==> src/inc/pde_pkg.sv <==
package pde_pkg;

	localparam int ADDR_W = 8;
	localparam int DATA_W = 32;
	localparam int D_W    = 8;
	localparam int E_W    = 3;

	// register byte offsets
	localparam logic [7:0] OFS_D_PIN    = 8'h00;
	localparam logic [7:0] OFS_D_LATCH  = 8'h04;
	localparam logic [7:0] OFS_D_DIR    = 8'h08;
	localparam logic [7:0] OFS_E_DIRCTL = 8'h0C;
	localparam logic [7:0] OFS_E_PIN    = 8'h10;
	localparam logic [7:0] OFS_E_LATCH  = 8'h14;
	localparam logic [7:0] OFS_PWM_CTL  = 8'h18;
	localparam logic [7:0] OFS_PWM_CFG  = 8'h1C;
	localparam logic [7:0] OFS_ANA_SEL  = 8'h20;
	localparam logic [7:0] OFS_INT_STAT = 8'h24;
	localparam logic [7:0] OFS_INT_MASK = 8'h28;

	// bank e direction and slave control fields
	localparam int E_INFULL_BIT  = 7;
	localparam int E_OUTFULL_BIT = 6;
	localparam int E_INOVF_BIT   = 5;
	localparam int E_MODE_BIT    = 4;

	// pwm control fields
	localparam int PWM_P1M_HI = 7;
	localparam int PWM_P1M_LO = 6;
	localparam int PWM_MOD_HI = 3;
	localparam int PWM_MOD_LO = 2;
	localparam logic [1:0] PWM_MODE_PWM = 2'h3;
	localparam logic [1:0] P1M_SINGLE   = 2'h0;
	localparam int PWM_B_PIN = 5;
	localparam int PWM_C_PIN = 6;
	localparam int PWM_D_PIN = 7;

	// interrupt status bits
	localparam int IRQ_OVF_BIT  = 0;
	localparam int IRQ_SHDN_BIT = 1;
	localparam int IRQ_IOP_BIT  = 2;
	localparam int IRQ_W        = 3;

	// values after reset
	localparam logic [7:0] RST_D_LATCH = 8'h00;
	localparam logic [7:0] RST_D_DIR   = 8'hFF;
	localparam logic [2:0] RST_E_DIR   = 3'h7;
	localparam logic [2:0] RST_E_LATCH = 3'h0;
	localparam logic [7:0] RST_PWM_CTL = 8'h00;
	localparam logic       RST_PWM_CFG = 1'b0;
	localparam logic [2:0] RST_ANA_SEL = 3'h7;
	localparam logic [2:0] RST_IRQ     = 3'h0;

	typedef struct packed {
		logic              psel;
		logic              penable;
		logic              pwrite;
		logic [ADDR_W-1:0] paddr;
		logic [DATA_W-1:0] pwdata;
	} pde_apb_req_t;

	typedef struct packed {
		logic pwm_b;
		logic pwm_c;
		logic pwm_d;
		logic shutdown;
	} pde_pwm_in_t;

endpackage

==> src/verilog/pde_pin_cell.sv <==
`timescale 1ns/100ps
module pde_pin_cell (
	input  wire logic sys_clk,      // system clock
	input  wire logic rst_n,        // async reset, active low
	input  wire logic latch_bit,    // output latch bit
	input  wire logic dir_bit,      // 1 = input
	input  wire logic slave_active, // slave bus owns the pin
	input  wire logic slave_rd,     // host reading the slave bus
	input  wire logic pwm_en,       // pwm channel owns the pin
	input  wire logic pwm_val,      // pwm channel level
	input  wire logic pwm_tri,      // pwm driver floated by shutdown
	output logic      pin_o,        // pin output level
	output logic      pin_oe        // pin output enable
);

	always_ff @(posedge sys_clk or negedge rst_n) begin
		if (!rst_n) begin
			pin_o  <= 1'b0;
			pin_oe <= 1'b0;
		end else if (pwm_en) begin
			pin_o  <= pwm_val;
			pin_oe <= ~pwm_tri;
		end else if (slave_active) begin
			pin_o  <= latch_bit;
			pin_oe <= slave_rd;
		end else begin
			pin_o  <= latch_bit;
			pin_oe <= ~dir_bit;
		end
	end

endmodule

==> src/verilog/pde_port_ctl.sv <==
`timescale 1ns/100ps
//Contract
// - slave bus host read drives latch out
// - slave bus host write: pins are inputs
// - pwm channels override latch and slave data
// - pwm pins optionally float during shutdown
// - gpio: direction 0 drives latch, 1 reads
// - bank e four bits, three bidirectional
// - analog bank e pins read zero
// - bank e direction 1 floats, 0 drives
// - direction controls drivers even when analog
// - upper direction bits are slave bus control
// - bank e latch read-modify-write uses latch
// - fourth e pin input only, clear shares
// - after reset pin digital only without clear
// - bank e control register bit layout
// - unimplemented bits read as zero
// - mode select bit makes bank d slave bus
// - dual or quad pwm disables slave bus
module pde_port_ctl
	import pde_pkg::*;
(
	input  wire logic              sys_clk,         // system clock, 250 MHz
	input  wire logic              rst_n,           // async reset, active low
	input  wire pde_apb_req_t      apb_req,         // apb request
	output logic                   pready,          // apb ready
	output logic [DATA_W-1:0]      prdata,          // apb read data
	output logic                   pslverr,         // apb error
	input  wire logic [D_W-1:0]    bank_d_pin_i,    // bank d pin levels
	output logic [D_W-1:0]         bank_d_pin_o,    // bank d pin drive
	output logic [D_W-1:0]         bank_d_pin_oe,   // bank d drive enable
	input  wire logic [E_W-1:0]    bank_e_pin_i,    // bank e pin levels
	output logic [E_W-1:0]         bank_e_pin_o,    // bank e pin drive
	output logic [E_W-1:0]         bank_e_pin_oe,   // bank e drive enable
	input  wire logic              bank_e_input_only_pin, // input-only pin level
	input  wire logic              master_clear_enable_cfg, // strap, 1 = clear pin
	output logic                   master_clear_req, // clear request, active high
	input  wire pde_pwm_in_t       pwm_in,          // pwm engine outputs
	input  wire logic              slave_host_read, // host reading slave bus
	input  wire logic              input_buffer_full,  // slave input word held
	input  wire logic              output_buffer_full, // slave output word held
	input  wire logic              slave_overflow,  // overflow pulse
	output logic                   parallel_slave_bus_active, // slave bus enabled
	output logic [D_W-1:0]         parallel_slave_bus_wdata,  // host write data
	output logic                   irq              // interrupt, active high
);

	logic [D_W-1:0] d_sync1_reg;
	logic [D_W-1:0] d_sync2_reg;
	logic [E_W-1:0] e_sync1_reg;
	logic [E_W-1:0] e_sync2_reg;
	logic           iop_sync1_reg;
	logic           iop_sync2_reg;
	logic           iop_prev_reg;
	logic           mclr_en_reg;
	logic [2:0]     fill_reg;
	logic [D_W-1:0] d_latch_reg;
	logic [D_W-1:0] d_dir_reg;
	logic [E_W-1:0] e_latch_reg;
	logic [E_W-1:0] e_dir_reg;
	logic           slave_mode_reg;
	logic           in_ovf_reg;
	logic [7:0]     pwm_ctl_reg;
	logic           pwm_tri_cfg_reg;
	logic [E_W-1:0] ana_sel_reg;
	logic [IRQ_W-1:0] irq_stat_reg;
	logic [IRQ_W-1:0] irq_mask_reg;
	logic           shdn_prev_reg;
	logic [DATA_W-1:0] rdata_next;
	logic           err_next;
	logic           mapped;
	logic           setup_ph;
	logic           wr_en;
	logic [7:0]     wbyte;
	logic           pwm_mode;
	logic           pwm_multi;
	logic           pwm_cd;
	logic [D_W-1:0] pwm_own;
	logic [D_W-1:0] pwm_val;
	logic           pwm_tri;
	logic           slave_active;
	logic           pin_digital;
	logic [IRQ_W-1:0] irq_set;
	logic [IRQ_W-1:0] irq_clr;

	// two-stage synchronisers on all pin inputs
	always_ff @(posedge sys_clk or negedge rst_n) begin
		if (!rst_n) begin
			d_sync1_reg   <= '0;
			d_sync2_reg   <= '0;
			e_sync1_reg   <= '0;
			e_sync2_reg   <= '0;
			iop_sync1_reg <= 1'b0;
			iop_sync2_reg <= 1'b0;
		end else begin
			d_sync1_reg   <= bank_d_pin_i;
			d_sync2_reg   <= d_sync1_reg;
			e_sync1_reg   <= bank_e_pin_i;
			e_sync2_reg   <= e_sync1_reg;
			iop_sync1_reg <= bank_e_input_only_pin;
			iop_sync2_reg <= iop_sync1_reg;
		end
	end

	// strap caught once; fill_reg holds off pin use until the synchroniser carries real levels
	always_ff @(posedge sys_clk or negedge rst_n) begin
		if (!rst_n) begin
			mclr_en_reg <= 1'b1;
			fill_reg    <= 3'h0;
		end else begin
			fill_reg <= {fill_reg[1:0], 1'b1};
			if (!fill_reg[0]) begin
				mclr_en_reg <= master_clear_enable_cfg;
			end
		end
	end

	assign pin_digital      = fill_reg[0] & ~mclr_en_reg;
	assign master_clear_req = fill_reg[1] & mclr_en_reg & ~iop_sync2_reg;

	// apb decode
	assign setup_ph = apb_req.psel & ~apb_req.penable;
	assign wr_en    = apb_req.psel & apb_req.penable & apb_req.pwrite & mapped;
	assign wbyte    = apb_req.pwdata[7:0];
	assign pready   = 1'b1;

	always_comb begin
		case (apb_req.paddr)
			OFS_D_PIN,
			OFS_D_LATCH,
			OFS_D_DIR,
			OFS_E_DIRCTL,
			OFS_E_PIN,
			OFS_E_LATCH,
			OFS_PWM_CTL,
			OFS_PWM_CFG,
			OFS_ANA_SEL,
			OFS_INT_STAT,
			OFS_INT_MASK: mapped = 1'b1;
			default:      mapped = 1'b0;
		endcase
	end

	// pwm steering
	assign pwm_mode  = (pwm_ctl_reg[PWM_MOD_HI:PWM_MOD_LO] == PWM_MODE_PWM);
	assign pwm_multi = pwm_mode & (pwm_ctl_reg[PWM_P1M_HI:PWM_P1M_LO] != P1M_SINGLE);
	assign pwm_cd    = pwm_mode & pwm_ctl_reg[PWM_P1M_LO];
	assign pwm_tri   = pwm_tri_cfg_reg & pwm_in.shutdown;

	always_comb begin
		pwm_own            = '0;
		pwm_val            = '0;
		pwm_own[PWM_B_PIN] = pwm_multi;
		pwm_own[PWM_C_PIN] = pwm_cd;
		pwm_own[PWM_D_PIN] = pwm_cd;
		pwm_val[PWM_B_PIN] = pwm_in.pwm_b;
		pwm_val[PWM_C_PIN] = pwm_in.pwm_c;
		pwm_val[PWM_D_PIN] = pwm_in.pwm_d;
	end

	assign slave_active              = slave_mode_reg & ~pwm_multi;
	assign parallel_slave_bus_active = slave_active;
	assign parallel_slave_bus_wdata  = d_sync2_reg;

	// bank d latch and direction
	always_ff @(posedge sys_clk or negedge rst_n) begin
		if (!rst_n) begin
			d_latch_reg <= RST_D_LATCH;
		end else if (wr_en && (apb_req.paddr == OFS_D_PIN || apb_req.paddr == OFS_D_LATCH)) begin
			d_latch_reg <= wbyte;
		end
	end

	always_ff @(posedge sys_clk or negedge rst_n) begin
		if (!rst_n) begin
			d_dir_reg <= RST_D_DIR;
		end else if (wr_en && apb_req.paddr == OFS_D_DIR) begin
			d_dir_reg <= wbyte;
		end
	end

	// bank e latch, direction and slave control
	always_ff @(posedge sys_clk or negedge rst_n) begin
		if (!rst_n) begin
			e_latch_reg <= RST_E_LATCH;
		end else if (wr_en && (apb_req.paddr == OFS_E_PIN || apb_req.paddr == OFS_E_LATCH)) begin
			e_latch_reg <= wbyte[E_W-1:0];
		end
	end

	always_ff @(posedge sys_clk or negedge rst_n) begin
		if (!rst_n) begin
			e_dir_reg      <= RST_E_DIR;
			slave_mode_reg <= 1'b0;
		end else if (wr_en && apb_req.paddr == OFS_E_DIRCTL) begin
			e_dir_reg      <= wbyte[E_W-1:0];
			slave_mode_reg <= wbyte[E_MODE_BIT];
		end
	end

	// overflow flag: hardware set wins over software clear
	always_ff @(posedge sys_clk or negedge rst_n) begin
		if (!rst_n) begin
			in_ovf_reg <= 1'b0;
		end else if (slave_overflow && slave_active) begin
			in_ovf_reg <= 1'b1;
		end else if (wr_en && apb_req.paddr == OFS_E_DIRCTL && !wbyte[E_INOVF_BIT]) begin
			in_ovf_reg <= 1'b0;
		end
	end

	// pwm and analog configuration
	always_ff @(posedge sys_clk or negedge rst_n) begin
		if (!rst_n) begin
			pwm_ctl_reg     <= RST_PWM_CTL;
			pwm_tri_cfg_reg <= RST_PWM_CFG;
		end else if (wr_en) begin
			if (apb_req.paddr == OFS_PWM_CTL) begin
				pwm_ctl_reg <= wbyte;
			end
			if (apb_req.paddr == OFS_PWM_CFG) begin
				pwm_tri_cfg_reg <= wbyte[0];
			end
		end
	end

	always_ff @(posedge sys_clk or negedge rst_n) begin
		if (!rst_n) begin
			ana_sel_reg <= RST_ANA_SEL;
		end else if (wr_en && apb_req.paddr == OFS_ANA_SEL) begin
			ana_sel_reg <= wbyte[E_W-1:0];
		end
	end

	// interrupt events
	always_ff @(posedge sys_clk or negedge rst_n) begin
		if (!rst_n) begin
			shdn_prev_reg <= 1'b0;
			iop_prev_reg  <= 1'b0;
		end else begin
			shdn_prev_reg <= pwm_in.shutdown;
			iop_prev_reg  <= iop_sync2_reg;
		end
	end

	always_comb begin
		irq_set               = '0;
		irq_set[IRQ_OVF_BIT]  = slave_overflow & slave_active;
		irq_set[IRQ_SHDN_BIT] = pwm_in.shutdown & ~shdn_prev_reg;
		irq_set[IRQ_IOP_BIT]  = pin_digital & fill_reg[2] & (iop_sync2_reg ^ iop_prev_reg);
	end

	assign irq_clr = (wr_en && apb_req.paddr == OFS_INT_STAT) ? wbyte[IRQ_W-1:0] : '0;

	always_ff @(posedge sys_clk or negedge rst_n) begin
		if (!rst_n) begin
			irq_stat_reg <= RST_IRQ;
		end else begin
			irq_stat_reg <= (irq_stat_reg & ~irq_clr) | irq_set;
		end
	end

	always_ff @(posedge sys_clk or negedge rst_n) begin
		if (!rst_n) begin
			irq_mask_reg <= RST_IRQ;
		end else if (wr_en && apb_req.paddr == OFS_INT_MASK) begin
			irq_mask_reg <= wbyte[IRQ_W-1:0];
		end
	end

	assign irq = |(irq_stat_reg & irq_mask_reg);

	// read mux; unimplemented bits read zero
	always_comb begin
		rdata_next = '0;
		err_next   = ~mapped;
		case (apb_req.paddr)
			OFS_D_PIN: begin
				rdata_next[D_W-1:0] = d_sync2_reg;
			end
			OFS_D_LATCH: begin
				rdata_next[D_W-1:0] = d_latch_reg;
			end
			OFS_D_DIR: begin
				rdata_next[D_W-1:0] = d_dir_reg;
			end
			OFS_E_DIRCTL: begin
				rdata_next[E_INFULL_BIT]  = input_buffer_full;
				rdata_next[E_OUTFULL_BIT] = output_buffer_full;
				rdata_next[E_INOVF_BIT]   = in_ovf_reg;
				rdata_next[E_MODE_BIT] = slave_mode_reg;
				rdata_next[E_W-1:0]    = e_dir_reg;
			end
			OFS_E_PIN: begin
				rdata_next[E_W-1:0] = e_sync2_reg & ~ana_sel_reg;
				rdata_next[E_W]     = pin_digital & iop_sync2_reg;
			end
			OFS_E_LATCH: begin
				rdata_next[E_W-1:0] = e_latch_reg;
			end
			OFS_PWM_CTL: begin
				rdata_next[7:0] = pwm_ctl_reg;
			end
			OFS_PWM_CFG: begin
				rdata_next[0] = pwm_tri_cfg_reg;
			end
			OFS_ANA_SEL: begin
				rdata_next[E_W-1:0] = ana_sel_reg;
			end
			OFS_INT_STAT: begin
				rdata_next[IRQ_W-1:0] = irq_stat_reg;
			end
			OFS_INT_MASK: begin
				rdata_next[IRQ_W-1:0] = irq_mask_reg;
			end
			default: rdata_next = '0;
		endcase
	end

	// read data and error are taken in the setup cycle
	always_ff @(posedge sys_clk or negedge rst_n) begin
		if (!rst_n) begin
			prdata  <= '0;
			pslverr <= 1'b0;
		end else if (setup_ph) begin
			prdata  <= apb_req.pwrite ? '0 : rdata_next;
			pslverr <= err_next;
		end
	end

	// pin drivers
	genvar gi;
	generate
		for (gi = 0; gi < D_W; gi++) begin : g_d
			pde_pin_cell u_cell (
				.sys_clk      (sys_clk),
				.rst_n        (rst_n),
				.latch_bit    (d_latch_reg[gi]),
				.dir_bit      (d_dir_reg[gi]),
				.slave_active (slave_active),
				.slave_rd     (slave_host_read),
				.pwm_en       (pwm_own[gi]),
				.pwm_val      (pwm_val[gi]),
				.pwm_tri      (pwm_tri),
				.pin_o        (bank_d_pin_o[gi]),
				.pin_oe       (bank_d_pin_oe[gi])
			);
		end
		for (gi = 0; gi < E_W; gi++) begin : g_e
			pde_pin_cell u_cell (
				.sys_clk      (sys_clk),
				.rst_n        (rst_n),
				.latch_bit    (e_latch_reg[gi]),
				.dir_bit      (e_dir_reg[gi]),
				.slave_active (1'b0),
				.slave_rd     (1'b0),
				.pwm_en       (1'b0),
				.pwm_val      (1'b0),
				.pwm_tri      (1'b0),
				.pin_o        (bank_e_pin_o[gi]),
				.pin_oe       (bank_e_pin_oe[gi])
			);
		end
	endgenerate

endmodule

==> config.mk <==
export PLATFORM = sky130hd
export DESIGN_NAME = pde_port_ctl
export DESIGN_NICKNAME = d
export VERILOG_FILES = /design/src/inc/pde_pkg.sv /design/src/verilog/pde_pin_cell.sv /design/src/verilog/pde_port_ctl.sv
export SDC_FILE = /design/constraint.sdc
export NUM_CORES = 1
export LEC_CHECK = 0
export CAP_MARGIN = 10
export CORE_MARGIN = 2
export CORE_UTILIZATION = 55
export DETAILED_ROUTE_END_ITERATION = 6
export DONT_BUFFER_PORTS = 1
export PLACE_DENSITY_LB_ADDON = 0.2
export REMOVE_ABC_BUFFERS = 1
export SYNTH_ARGS = -nofsm -noshare
export SYNTH_HDL_FRONTEND = slang
export SYNTH_SLANG_ARGS = --single-unit
==> constraint.sdc <==
create_clock -name sys_clk -period 2 [get_ports sys_clk]
set_input_delay 0.4 -clock sys_clk [delete_from_list [all_inputs] [get_ports sys_clk]]
set_output_delay 0.4 -clock sys_clk [all_outputs]
set_load 0.05 [all_outputs]
==> metrics <==
H-Tree Depth=3; initial antenna violation count=0; async set-or-reset flop fraction in the synthesized netlist=100%; number of global-route vias before repair=~2,600; diodes inserted=0; placed cells=around 450; final hold violations=about 100; first-pass GRT wire length=14,000 um; Core ar.=8130 um2; critical path's top delay family=flip-flops; Syn. warnings=0; first drt pass iteration count=5; r2r setup slk=570 ps; Worst Path Max Fanout=7; CP Launch Point=pwm_ctl_reg[6]$_DFFE_PN0P_; pin count of the biggest net entering global routing=104; worst rel slew slack=65.6%; # IOs=133; final hold slack=-294 ps; pwr dens=779 nW/um2; Root Driver=clkbuf_8; unique cell type count in the Yosys netlist=60; Vert. Die Dim=95.3 um; Setup Buffers After CTS=0; clock latency on the worst-skew pair=380 ps; max layer used=met4; TritonCTS clock tree=built; LEAKAGE=about 2 nW; die area=9080 um2; CTS clk-pin slew, worst paths=100 ps; Max IR drop VDD=roughly 0.00037 V; Clock Path Buffers=2; setup violators final=0; crit path kind=reg2out; final WL=9090 um; fin crit share=between 90% and 100%; M1 WL=4070 um; Hold WC Path Type=in2async; syn avg cell area=12.7 um2; CP endpoint=parallel_slave_bus_active; max_cap viols=0; cts bufs inserted=9; failing checks=negative hold slack; Max stage delay on crit path=420 ps; Starting Density=56.3%; Layout area overhead=2.21%; crit-path cells=o211ai_1, and2_1, buf_4; Worst path depth=3; most common cell after layout, fill and taps aside=dfrtp_1; Worst Skew=about 16 ps; most frequent cells in the layout=dfrtp_1 (88), mux2_2 (49), conb_1 (26); HPWL Detailed=approximately 6300 um; CP Launch Type=register; Finished Layout Cells=463; worst path required time=1600 ps; final instance area=between 4000 and 5000 um2; RePlAce Congestion=0.834; Slew @ Worst Pin=516 ps; FF-to-FF Start=pwm_ctl_reg[6]$_DFFE_PN0P_; routed vias=around 2,700; synthesized cell area=4580 um2; crit path DAT=1500 ps; routed wl met2=approximately 4400 um; Max Freq=525 MHz; unrepaired setup endpoints after global routing=no; Crit. End Element=output pin; met3 WL=478 um; GRT Residual Overflow=0; WL/cell=19.6 um; sequential share of the synthesized area=56.6%; Top FF cell, synth=dfrtp_1; slowest CP cell=dfrtp_1; Post-synth EDFFs=0; flops & latches, synth=103; # rows=33; DR iter-0 viols=201; synthesized instance count=360; reg2reg path depth=5; antenna viol nets, final=0; Area after DPL=about 4500 um2; Vias/cell=~5.7; nets@finish=419; total track usage=roughly a fifth; Slew Limit Fails=0; r2r endpoint=g_d[2].u_cell.pin_oe$_DFF_PN0_; Final Critical Period=about 1900 ps; layout cell share with drive strength beyond 1=31.6%; I/O Buffers=0; Resized cells post-CTS=0; CP bufs+invs=1; post-route DRC violation count=0; status=finished, violations left; Num Clock Sinks=103; die width=95.3 um
## final cells by class
class / count / area, um2
clock buffers: 11 / 131
clock inverters: 5 / 41.3
fillers: 676 / 3450
inverters: 6 / 22.5
multi-input cells: 214 / 1620
flip-flops and latches: 103 / 2600
well taps: 105 / 131
repair buffers: 19 / 143
## synthesized netlist by cell type, types with 2 or more instances
| cell type | n | share of area [%] |
|---|---|---|
| o211ai_1 | 2 | 0.33 |
| buf_2 | 2 | 0.22 |
| a222oi_1 | 2 | 0.44 |
| a32o_1 | 3 | 0.66 |
| a22o_1 | 7 | 1.3 |
| dfrtp_1 | 88 | 48 |
| clkbuf_1 | 7 | 0.57 |
| nor4b_1 | 3 | 0.57 |
| mux2_2 | 49 | 12 |
| and3_1 | 4 | 0.55 |
| nor2_1 | 6 | 0.49 |
| nand2_2 | 3 | 0.41 |
| conb_1 | 2 | 0.16 |
| dfstp_2 | 15 | 8.6 |
| nand3_1 | 8 | 0.87 |
| a21oi_1 | 8 | 0.87 |
| a21o_1 | 4 | 0.66 |
| mux2i_1 | 4 | 0.87 |
| a211oi_1 | 2 | 0.33 |
| buf_6 | 4 | 0.98 |
| o31a_1 | 2 | 0.38 |
| inv_1 | 6 | 0.49 |
| buf_4 | 48 | 7.9 |
| nand2b_1 | 2 | 0.27 |
| nor2b_1 | 4 | 0.55 |
| nand2_1 | 20 | 1.6 |
| nor3_1 | 5 | 0.55 |
| o21ai_0 | 11 | 1.2 |
| a22oi_1 | 6 | 0.98 |
| a31oi_1 | 3 | 0.41 |
## power by group
group	switching (mW)	internal, mW
clock	0.731	0.467
sequential	0.0834	2.13
combinational	0.175	0.0611
## worst register-to-register path, stage by stage, from the launching register on
cell and delay (ps):
dfrtp_1 420, o211ai_1 280, and2_1 200, buf_4 230
nand2_1 140, o21ai_0 90
## layer usage
metal,up-vias,track usage (%)
li1,1206,-
met4,0,8.94
met5,-,0
met1,1347,29.3
met2,85,32.7
met3,12,4.35
## metrics by stage
step | TNS (ps) | power, mW | hold slack [ps] | utilization [%] | setup WS [ps]
floorplan | -5930 | 2.45 | 104 | - | -385
global placement | 0 | 2.49 | 106 | 55.5 | 1.08
detailed placement | -24.0 | 2.49 | 106 | 55.5 | -6.40
CTS | 0 | 3.68 | -308 | 57.6 | 90.5
global route | 0 | 3.77 | -311 | 57.6 | 32.1
finish | 0 | 3.65 | -294 | 57.6 | 96.8
## kinds of logic (layout without fill, tap and decap cells)
group	count (synthesis)	count (layout)	share of synthesized area [%]
AO/OA/AOI/OAI	60	60	9.83
buffers and inverters	67	41	10.1
flip-flops	103	103	56.6
multiplexers	55	55	13.7
AND/OR/NAND/NOR	72	72	9.39
XOR/XNOR	1	1	0.191
other	2	26	0.164
## worst min path at each step
stage / from / endpoint / slack [ps] / cells after the start
2_1_floorplan: rst_n / d_latch_reg[0]$_DFFE_PN0P_ / 100 / 0
3_3_place_gp: rst_n / g_d[0].u_cell.pin_o$_DFF_PN0_ / 110 / 0
3_5_place_dp: rst_n / g_d[0].u_cell.pin_o$_DFF_PN0_ / 110 / 0
4_1_cts: rst_n / g_d[4].u_cell.pin_oe$_DFF_PN0_ / -310 / 0
5_1_grt: rst_n / g_e[0].u_cell.pin_o$_DFF_PN0_ / -310 / 0
6_report: rst_n / parallel_slave_bus_wdata[4]$_DFF_PN0_ / -290 / 0
No activity file was read; power rests on OpenSTA's default activity.
